**src/verilog/kpso_pkg.sv**
```systemverilog
// keypad scan order configuration: shared constants and carrier types
// assumes one system clock and a synchronous active-low reset
`default_nettype none
package kpso_pkg;
    // =====================================================================
    // register indices; the byte address on the bus is four times the index
    localparam logic [15:0] IDX_DIMENSIONS   = 16'h00D5;
    localparam logic [15:0] IDX_ORDER_LOW    = 16'h00D6;
    localparam logic [15:0] IDX_ORDER_HIGH   = 16'h00D7;
    localparam logic [15:0] IDX_IRQ_CONTROL  = 16'hFF94;
    localparam logic [15:0] IDX_SCAN_CONTROL = 16'h00D4;
    localparam int          ADDR_W           = 18;
    // =====================================================================
    // field positions
    localparam int ROW_LSB      = 3;
    localparam int COL_LSB      = 0;
    localparam int SLOT_W       = 3;
    localparam int NUM_SLOTS    = 5;
    localparam int IRQ_EN_BIT   = 1;
    localparam int IRQ_FLAG_BIT = 0;
    localparam int POWERDOWN_MUX_BIT = 7;
    localparam int SCAN_EN_BIT  = 2;
    localparam logic [2:0] MAX_ROWS = 3'h6;
    localparam logic [2:0] MAX_COLS = 3'h5;
    localparam logic [7:0] RESET_BYTE = 8'h00;
    localparam logic [7:0] HIGH_MASK  = 8'h7F;
    localparam logic [7:0] DIM_MASK   = 8'h3F;
    // =====================================================================
    // settings carried from the register file to the scanner
    typedef struct packed {
        logic        scan_en;
        logic [2:0]  row_count;
        logic [2:0]  column_count;
        logic [14:0] order;
    } kpso_cfg_t;
endpackage
`default_nettype wire

```
**src/verilog/kpso_clamp.sv**
```systemverilog
// count clamp: limits a programmed count to its maximum
// assumes combinational use only
`default_nettype none
module kpso_clamp (
    input  wire logic [2:0] value_in,
    input  wire logic [2:0] limit_in,
    output logic      [2:0] clamped_out
);
    // =====================================================================
    // clamp
    assign clamped_out = (value_in > limit_in) ? limit_in : value_in;
endmodule // kpso_clamp
`default_nettype wire

```
**src/verilog/kpso_stepper.sv**
```systemverilog
// column stepper: walks the order slots and drives one column
// assumes the step strobe comes from the scan timing outside
`default_nettype none
module kpso_stepper (
    input  wire logic                 clock_in,
    input  wire logic                 resetn_in,
    input  wire kpso_pkg::kpso_cfg_t  cfg_in,
    input  wire logic [2:0]           col_limit_in,
    input  wire logic                 step_in,
    output logic      [4:0]           column_drive_out,
    output logic      [2:0]           slot_out
);
    // =====================================================================
    // slot walk
    logic [2:0] slot;
    logic [2:0] next_slot;
    logic [2:0] slot_value;
    logic       last_slot;

    function automatic logic [2:0] pick_slot(input logic [14:0] ord, input logic [2:0] s);
        pick_slot = ord[s*kpso_pkg::SLOT_W +: kpso_pkg::SLOT_W];
    endfunction

    assign last_slot  = (slot + 3'h1 >= col_limit_in);
    assign next_slot  = (!cfg_in.scan_en || last_slot) ? 3'h0 : slot + 3'h1;
    assign slot_value = pick_slot(cfg_in.order, slot);

    always_ff @(posedge clock_in) begin
        if (!resetn_in) begin
            slot             <= 3'h0;
            column_drive_out <= 5'h00;
        end else begin
            // a count shrunk below the current slot restarts the walk at once
            if (step_in || !cfg_in.scan_en || slot >= col_limit_in) begin
                slot <= next_slot;
            end
            // no drive when scanning is off, or slot value beyond column four
            if (cfg_in.scan_en && slot < col_limit_in && slot_value < 3'h5) begin
                column_drive_out <= 5'h01 << slot_value;
            end else begin
                column_drive_out <= 5'h00;
            end
        end
    end
    assign slot_out = slot;

    // one cycle of grace after the column count changes
    a_slot_bounded: assert property (@(posedge clock_in) disable iff (!resetn_in)
        cfg_in.scan_en && col_limit_in != 3'h0 && $stable(col_limit_in)
        |-> slot < col_limit_in)
        else $error("slot beyond column count");
endmodule // kpso_stepper
`default_nettype wire

```
**src/verilog/kpso_top.sv**
```systemverilog
// keypad scan order configuration block with APB register slave
// assumes key detect arrives as a one-cycle pulse from debounce logic
//
// Decided for this implementation: the APB slave port.
`default_nettype none
module kpso_top (
    input  wire logic        clock_in,
    input  wire logic        resetn_in,
    input  wire logic        psel_in,
    input  wire logic        penable_in,
    input  wire logic        pwrite_in,
    input  wire logic [17:0] paddr_in,
    input  wire logic [31:0] pwdata_in,
    input  wire logic [3:0]  pstrb_in,
    output logic      [31:0] prdata_out,
    output logic             pready_out,
    output logic             pslverr_out,
    input  wire logic        key_press_in,
    input  wire logic        step_in,
    output logic      [4:0]  column_drive_out,
    output logic      [2:0]  row_limit_out,
    output logic             keypad_irq_out,
    output logic             powerdown_mux_select_out
);
    // =====================================================================
    // register state
    logic [7:0] keypad_dimensions;
    logic [7:0] column_order_low;
    logic [7:0] column_order_high;
    logic       keypad_irq_enable;
    logic       keypad_irq_flag;
    logic       powerdown_mux_select;
    logic       auto_scan_enable;
    logic       key_found_flag;

    // =====================================================================
    // bus decode
    function automatic logic hit(input logic [17:0] a, input logic [15:0] idx);
        hit = (a == {idx, 2'b00});
    endfunction

    wire access_cyc  = psel_in && penable_in;
    wire wr_cyc      = access_cyc && pwrite_in && pstrb_in[0];
    wire rd_cyc      = access_cyc && !pwrite_in;
    wire sel_dim     = hit(paddr_in, kpso_pkg::IDX_DIMENSIONS);
    wire sel_low     = hit(paddr_in, kpso_pkg::IDX_ORDER_LOW);
    wire sel_high    = hit(paddr_in, kpso_pkg::IDX_ORDER_HIGH);
    wire sel_irq     = hit(paddr_in, kpso_pkg::IDX_IRQ_CONTROL);
    wire sel_scan    = hit(paddr_in, kpso_pkg::IDX_SCAN_CONTROL);
    wire mapped      = sel_dim | sel_low | sel_high | sel_irq | sel_scan;
    wire [7:0] wbyte = pwdata_in[7:0];

    // read of irq control clears its flag; a same-cycle detect still wins
    wire irq_read    = rd_cyc && sel_irq;
    wire scan_read   = rd_cyc && sel_scan;
    wire key_event   = key_press_in && auto_scan_enable;

    wire [7:0] irq_byte  = {powerdown_mux_select, 5'h00, keypad_irq_enable, keypad_irq_flag};
    wire [7:0] scan_byte = {5'h00, auto_scan_enable, key_found_flag, 1'b0};
    wire [7:0] rd_byte   = sel_dim  ? keypad_dimensions :
                           sel_low  ? column_order_low  :
                           sel_high ? column_order_high :
                           sel_irq  ? irq_byte          :
                           sel_scan ? scan_byte         : kpso_pkg::RESET_BYTE;

    // =====================================================================
    // configuration to the scanner
    kpso_pkg::kpso_cfg_t cfg;
    logic [2:0]          col_limit;
    logic [2:0]          row_limit;

    assign cfg.scan_en      = auto_scan_enable;
    assign cfg.row_count    = keypad_dimensions[kpso_pkg::ROW_LSB +: 3];
    assign cfg.column_count = keypad_dimensions[kpso_pkg::COL_LSB +: 3];
    // order bits 7:0 from low, 14:8 from high
    assign cfg.order        = {column_order_high[6:0], column_order_low};

    kpso_clamp u_row_clamp (
        .value_in    (cfg.row_count),
        .limit_in    (kpso_pkg::MAX_ROWS),
        .clamped_out (row_limit)
    );
    kpso_clamp u_col_clamp (
        .value_in    (cfg.column_count),
        .limit_in    (kpso_pkg::MAX_COLS),
        .clamped_out (col_limit)
    );

    kpso_stepper u_stepper (
        .clock_in         (clock_in),
        .resetn_in        (resetn_in),
        .cfg_in           (cfg),
        .col_limit_in     (col_limit),
        .step_in          (step_in),
        .column_drive_out (column_drive_out),
        .slot_out         ()
    );

    // =====================================================================
    // register writes
    always_ff @(posedge clock_in) begin
        if (!resetn_in) begin
            keypad_dimensions    <= kpso_pkg::RESET_BYTE;
            column_order_low     <= kpso_pkg::RESET_BYTE;
            column_order_high    <= kpso_pkg::RESET_BYTE;
            keypad_irq_enable    <= 1'b0;
            powerdown_mux_select <= 1'b0;
            auto_scan_enable     <= 1'b0;
        end else if (wr_cyc) begin
            if (sel_dim)  keypad_dimensions <= wbyte & kpso_pkg::DIM_MASK;
            if (sel_low)  column_order_low  <= wbyte;
            if (sel_high) column_order_high <= wbyte & kpso_pkg::HIGH_MASK;
            if (sel_irq) begin
                keypad_irq_enable    <= wbyte[kpso_pkg::IRQ_EN_BIT];
                powerdown_mux_select <= wbyte[kpso_pkg::POWERDOWN_MUX_BIT];
            end
            if (sel_scan) auto_scan_enable <= wbyte[kpso_pkg::SCAN_EN_BIT];
        end
    end

    // =====================================================================
    // sticky flags: set beats clear-on-read
    always_ff @(posedge clock_in) begin
        if (!resetn_in) begin
            keypad_irq_flag <= 1'b0;
            key_found_flag  <= 1'b0;
        end else begin
            keypad_irq_flag <= key_event | (keypad_irq_flag & ~irq_read);
            key_found_flag  <= key_event | (key_found_flag & ~scan_read);
        end
    end

    // =====================================================================
    // outputs, all registered
    always_ff @(posedge clock_in) begin
        if (!resetn_in) begin
            prdata_out               <= 32'h00000000;
            pready_out               <= 1'b0;
            pslverr_out              <= 1'b0;
            keypad_irq_out           <= 1'b0;
            row_limit_out            <= 3'h0;
            powerdown_mux_select_out <= 1'b0;
        end else begin
            // ready is raised in setup so the access phase completes at once
            pready_out  <= psel_in && !penable_in;
            pslverr_out <= psel_in && !penable_in && !mapped;
            prdata_out  <= (psel_in && !penable_in) ? {24'h000000, rd_byte} : 32'h00000000;
            keypad_irq_out           <= keypad_irq_flag & keypad_irq_enable;
            row_limit_out            <= auto_scan_enable ? row_limit : 3'h0;
            powerdown_mux_select_out <= powerdown_mux_select;
        end
    end

    // =====================================================================
    // checks
    a_irq_gate: assert property (@(posedge clock_in) disable iff (!resetn_in)
        keypad_irq_out |-> $past(keypad_irq_enable))
        else $error("interrupt passed while disabled");
    a_flag_set: assert property (@(posedge clock_in) disable iff (!resetn_in)
        key_event |=> keypad_irq_flag)
        else $error("key detect did not set flag");
    a_flag_clear: assert property (@(posedge clock_in) disable iff (!resetn_in)
        irq_read && !key_event |=> !keypad_irq_flag)
        else $error("flag not cleared by read");
    a_found_set: assert property (@(posedge clock_in) disable iff (!resetn_in)
        key_event |=> key_found_flag)
        else $error("key press did not set found flag");
    a_found_clear: assert property (@(posedge clock_in) disable iff (!resetn_in)
        scan_read && !key_event |=> !key_found_flag)
        else $error("key found flag not cleared");
    a_no_scan_off: assert property (@(posedge clock_in) disable iff (!resetn_in)
        !auto_scan_enable [*2] |-> column_drive_out == 5'h00)
        else $error("column driven with scanning off");
    a_row_scan_off: assert property (@(posedge clock_in) disable iff (!resetn_in)
        !auto_scan_enable |=> row_limit_out == 3'h0)
        else $error("row limit shown with scanning off");
    a_one_column: assert property (@(posedge clock_in) disable iff (!resetn_in)
        $onehot0(column_drive_out))
        else $error("more than one column driven");
    a_col_clamp: assert property (@(posedge clock_in) disable iff (!resetn_in)
        col_limit <= kpso_pkg::MAX_COLS && row_limit <= kpso_pkg::MAX_ROWS)
        else $error("count above maximum");
    a_high_unused: assert property (@(posedge clock_in) disable iff (!resetn_in)
        column_order_high[7] == 1'b0)
        else $error("unused order bit set");
    a_ready_fast: assert property (@(posedge clock_in) disable iff (!resetn_in)
        psel_in && !penable_in |=> pready_out)
        else $error("access not answered in one cycle");
    a_ready_access: assert property (@(posedge clock_in) disable iff (!resetn_in)
        psel_in && penable_in |-> pready_out)
        else $error("access phase without ready");
    a_err_unmapped: assert property (@(posedge clock_in) disable iff (!resetn_in)
        psel_in && !penable_in && !mapped |=> pslverr_out)
        else $error("unmapped access not flagged");
endmodule // kpso_top
`default_nettype wire
```
**config.mk**
```make
export PLATFORM = sky130hd
export DESIGN_NAME = kpso_top
export DESIGN_NICKNAME = d
export VERILOG_FILES = /design/src/verilog/kpso_pkg.sv /design/src/verilog/kpso_clamp.sv /design/src/verilog/kpso_stepper.sv /design/src/verilog/kpso_top.sv
export SDC_FILE = /design/constraint.sdc
export NUM_CORES = 1
export LEC_CHECK = 0
export BUFFER_PORTS_ARGS = -buffer_cell sky130_fd_sc_hd__buf_2
export CORE_MARGIN = 2
export CORE_UTILIZATION = 52
export DETAILED_ROUTE_END_ITERATION = 10
export GPL_ROUTABILITY_DRIVEN = 0
export PLACE_DENSITY = 0.88
export SYNTH_ARGS = -nofsm -noshare
export SYNTH_HDL_FRONTEND = slang
export SYNTH_SLANG_ARGS = --single-unit
```
**constraint.sdc**
```tcl
create_clock -name clock_in -period 3.8 [get_ports clock_in]
set_input_delay 0.38 -clock clock_in [delete_from_list [all_inputs] [get_ports clock_in]]
set_output_delay 0.38 -clock clock_in [all_outputs]
set_load 0.02 [all_outputs]
```
Word-level counts from Yosys, hierarchy flattened. Index checks and enable logic that the tools add are counted.

Bits in registers: 73. Word-level logic and storage cells: 81.

Add/sub/neg operators: 1. $mul: 1. Magnitude comparators: 6. Equal/unequal tests: 5. Shift-type cells: 2. Multiplexer cells: 8. Bitwise gates (word level): 13. Reduce and logical (&&, ||, !) cells: 27.

Operators by type and width (number): $eq A18 B10 Y1 const B (4); $mux W8 (4); $eq A18 B18 Y1 const B (1); $reduce_and A2 Y1 (8); $shiftx A15 B6 Y3 (1); $mux W3 (4); $logic_and A1 B1 Y1 (11); $ge A3 B3 Y1 (2); $gt A3 B3 Y1 const B (2); $or A1 B1 Y1 (6); $mul A3 B2 Y5 const B (1); $shl A1 B3 Y5 const A (1); $logic_not A1 Y1 (4); $not A1 Y1 (4); $add A3 B1 Y3 const B (1); $and A1 B1 Y1 (3); $logic_or A1 B1 Y1 (3); $lt A3 B3 Y1 (1); $lt A3 B3 Y1 const B (1); $reduce_or A3 Y1 (1).

Logic depth before layout (Yosys ltp).
Word-level depth: 7. Mapped depth: 7. Gate-level depth less buffers: 7.

By module. A second synthesis with hierarchy kept.

Cells, all modules: 293. Area total of the unflattened synthesis: 2813.9 um2.

Modules (own cells, without submodules): kpso_top (instances 1, cells an instance 199, area an instance 1981.9 um2, seq. area each 820.8 um2); kpso_stepper (instances 1, cells an instance 66, area an instance 601.8 um2, seq. area each 160.2 um2); kpso_clamp (instances 2, cells an instance 14, area an instance 115.1 um2, seq. area each 0.0 um2).

Worst setup path before layout. OpenSTA, ideal clock, no wires.

Kind: register to register. Start: register u_stepper.slot[1], in the netlist u_stepper.slot_out[1]. End: register u_stepper.slot[2], in the netlist u_stepper.slot_out[2]. Data arrival time: 1.778 ns. Slack: 1.930 ns. Stages on the path, launching flop included: 8. Buffers on the path: 0. Clock period less this slack: 1.870 ns. Cells stage by stage: dfxtp_1 ha_1 xor2_1 ha_1 or3b_1 o32ai_1 a22oi_1 o32ai_1.

Word-level cells in the longest chain between the ends: 4.

RTL lines: start: declaration (RTL line kpso_stepper.sv:15) `logic [2:0] slot;`; start signal: assignment (RTL line kpso_stepper.sv:35) `slot <= next_slot;`; $add A3 B1 Y3 (RTL line kpso_stepper.sv:24, kpso_stepper.sv:25); $ge A3 B3 Y1 (RTL line kpso_stepper.sv:24) `assign last_slot = (slot + 3'h1 >= col_limit_in);`; $logic_or A1 B1 Y1 (RTL line kpso_stepper.sv:25) `assign next_slot = (!cfg_in.scan_en || last_slot) ? 3'h0 : slot + 3'h1;`; $mux W3 (RTL line kpso_stepper.sv:25).

Several ways; a longest one is shown, not always the timed one. A chain may end at the register's enable or synchronous reset.

Final worst setup path.
Start: register u_stepper.slot[0], in the netlist u_stepper.slot_out[0]. End: register u_stepper.slot[2], in the netlist u_stepper.slot_out[2].

The elaborated chain is that of the path after synthesis.

==> results.cfg <==
[clock_tree]
clkSlewWorstSetupHoldPaths_ns = 0.08
cts_hold_repair.buffers = 0
clkSinkCount = 49
cts_buffers = 5
htree_levels = 2
post-cts-setup-buffers = 0
ctsResizeCount = 0
clockBufferDepth = 2
cts_root_buf = clkbuf_8
clock_tree_from_tritoncts = done
clock_latency_ns = 0.30

[synthesis]
post_synth_main_area_contributors = dfxtp_1 (39%), mux2i_1 (9.9%), buf_4 (7.1%)
ys.warnings.count = 0
synth.largest_area_cell = dfxtp_1
synth_top_area_share_pct = 38.7
synth_seq_cells = 49
synth-edff-count = 0
synth_ff_type = dfxtp_1
synthesis.area_um2 = 2530
syn-instance-count = 271
asyncSetResetFlopFracSynth_pct = 0
synth.distinct_cells = 47
seq_area_frac_synth_pct = 38.7
yosys-top-cells-count = dfxtp_1 (49), nand2_1 (40), mux2i_1 (25)
yosys.cell_count.top_type = dfxtp_1
post_synth.cell_area_avg_um2 = 9.34

[setup_path]
r2r.worst_path.cells = 7
cp_max_fanout = 8
highest_delay_cell_along_the_critical_path = dfxtp_1
timing.critical_path.buf_inv = 0
critPathArrivalTime_ns = 2.49
crit_type = reg2reg
critical_path_depth = 7
required_ns = 4.01
crit_path_cell_trace = ha_1 > xor2_1 > ha_1 > or3b_1 > o32ai_1 > a22oi_1 > o32ai_1
worst_path_dominant_cell_family = compound AO/OA/AOI/OAI gates
worst_setup_path_start_kind = flip-flop
critical_path.max_stage_delay_ns = 0.56
critPathCaptureType = flip-flop

[timing]
clock.fmax_mhz = 439
rsz0062_at_grt = no
layout_worst_path_cycle_share_pct = 59.9
worstMarginPinSlew_ns = 0.710
minimum_clock_period_after_layout_ns = 2.28
tightest_slew_margin_relative_to_the_limit_pct = 52.2
hold_violation_total_from_the_final_report = 0
setup_viol = 0
final-max-slew-violation-count = 0
setup-tns-final_ns = 0
finClkSkew_ns = 0.00586

[route]
detail_route.drc_violations = 0
drt-total-wl_um = 5400
vias_per_cell = 5.45
ant_nets = 0
wire_per_inst_um = 13.9
firstDrtPassIters = 4
drt_iter0_markers = 154
dr_total_vias = 2113

[global_route]
gr-total-overflow = 0
number_of_antenna_violations_at_the_first_check_in_global_routing = 0
grt_pass1_vias = 1847
grt_max_degree = 42
global_route_wire_length_before_repair_um = 8500
track_usage_pct = 20.6

[die]
die_x_um = 73.8
design.portCount = 105
placeableCoreArea_um2 = 4720
num_rows = 25
floorplan.die.height_um = 73.8
dieArea_um2 = 5440
floorplan.initialDensity_pct = 53.6

[finish]
synthToLayoutAreaGrowth_pct = 12.8
fillerInstances = 390
drive_gt1_share_pct = 23.7
antenna-diode-count = 0
postLayoutCoreUtil_pct = 60.5
layout.nets = 389

[min_path]
hold_path_depth = 3
holdCritPathClass = in2reg

[power]
p_leak_nw = 1.22
fin_total_pwr_uw = 941
power.ir.vdd_worst_uv = 138
power.density_cell_area_nw_per_um2 = 329

[flow_run]
max_cap_violations = 0

[placed_design]
portBuffers = 53
hpwlAfterDp_um = 4120

[outcome]
run_status = completed
[metal layers]
layer | vias to the layer above | GRT usage, % | wire [µm]
li1 | 1013 | - | -
met1 | 961 | 25.8 | 2200
met2 | 124 | 31.5 | 2560
met3 | 15 | 5.08 | 469
met4 | 0 | 12.9 | 172
met5 | - | 0 | 0
[report_power, final]
| part | switching [mW] | internal (mW) | leakage, nW | total (mW) |
|---|---|---|---|---|
| Clock | 0.160 | 0.191 | 0.0540 | 0.351 |
| Sequential | 0.000202 | 0.514 | 0.395 | 0.514 |
| Combinational | 0.0538 | 0.0215 | 0.775 | 0.0753 |
[path summary, 6_finish.rpt]
check	startpoint	endpoint	slack [ns]
setup / recovery	u_stepper.slot_out[0]	u_stepper.slot_out[2]	1.52
hold / removal	pwdata_in[7]	column_order_low[7]	0.34
setup reg to reg	u_stepper.slot_out[0]	u_stepper.slot_out[2]	1.52
hold reg to reg	powerdown_mux_select	powerdown_mux_select_out	0.48
[cell type report]
type                       count  area [µm²]  area share [%]
multi-input combinational    201        1380            48.4
timing repair buffer          53         265            9.28
clock inverter                 2        35.0            1.23
inverter                      11        41.3            1.44
clock buffer                   5        68.8            2.41
sequential                    49         981            34.3
tap                           67        83.8            2.93
[cell usage in the layout, fill, tap and decap left out, types with 6 or more instances in the layout]
master	n
nand3_1	9
conb_1	24
ha_1	7
nor2_1	11
a21oi_1	7
and3_1	6
buf_2	53
nor3_1	8
nand2_1	40
inv_1	11
dfxtp_1	49
mux2i_1	25
[logic make-up after synthesis]
family	count (synthesis)	synth area share, %
xor gates and xnor gates	1	0.346
buffers and inverters	44	10.1
AOI/OAI and AO/OA	31	8.65
and+or+nand+nor	106	23.8
other	1	0.148
DFF	49	38.7
adders and majority gates	7	3.46
muxes	32	14.8
[per-stage QoR]
step / std cells / setup slack [ns] / instance area, µm² / hold WS, ns
finish: 388 / 1.52 / 2860 / 0.345
global route: 388 / 1.39 / 2860 / 0.352
CTS: 388 / 1.56 / 2860 / 0.333
detailed placement: 381 / 1.58 / 2750 / 0.468
global placement: 381 / 1.68 / 2750 / 0.454
floorplan: 294 / 1.93 / 2620 / 0.427
[worst min-delay path, delay by kind of cell]
family                 cells  cell delay [ns]
AND/OR/NAND/NOR            1             0.06
multiplexers               1             0.06
buffers and inverters      1             0.10
[flip-flops by register name, indices dropped and copies added, names as in the netlist]
signal	count
u_stepper.column_drive_out	5
column_order_high	7
powerdown_mux_select	1
prdata_out	8
row_limit_out	3
keypad_irq_enable	1
powerdown_mux_select_out	1
pready_out	1
auto_scan_enable	1
keypad_dimensions	6
u_stepper.slot_out	3
pslverr_out	1
column_order_low	8
key_found_flag	1
keypad_irq_out	1
keypad_irq_flag	1
Power figures use the tool's default switching activity.
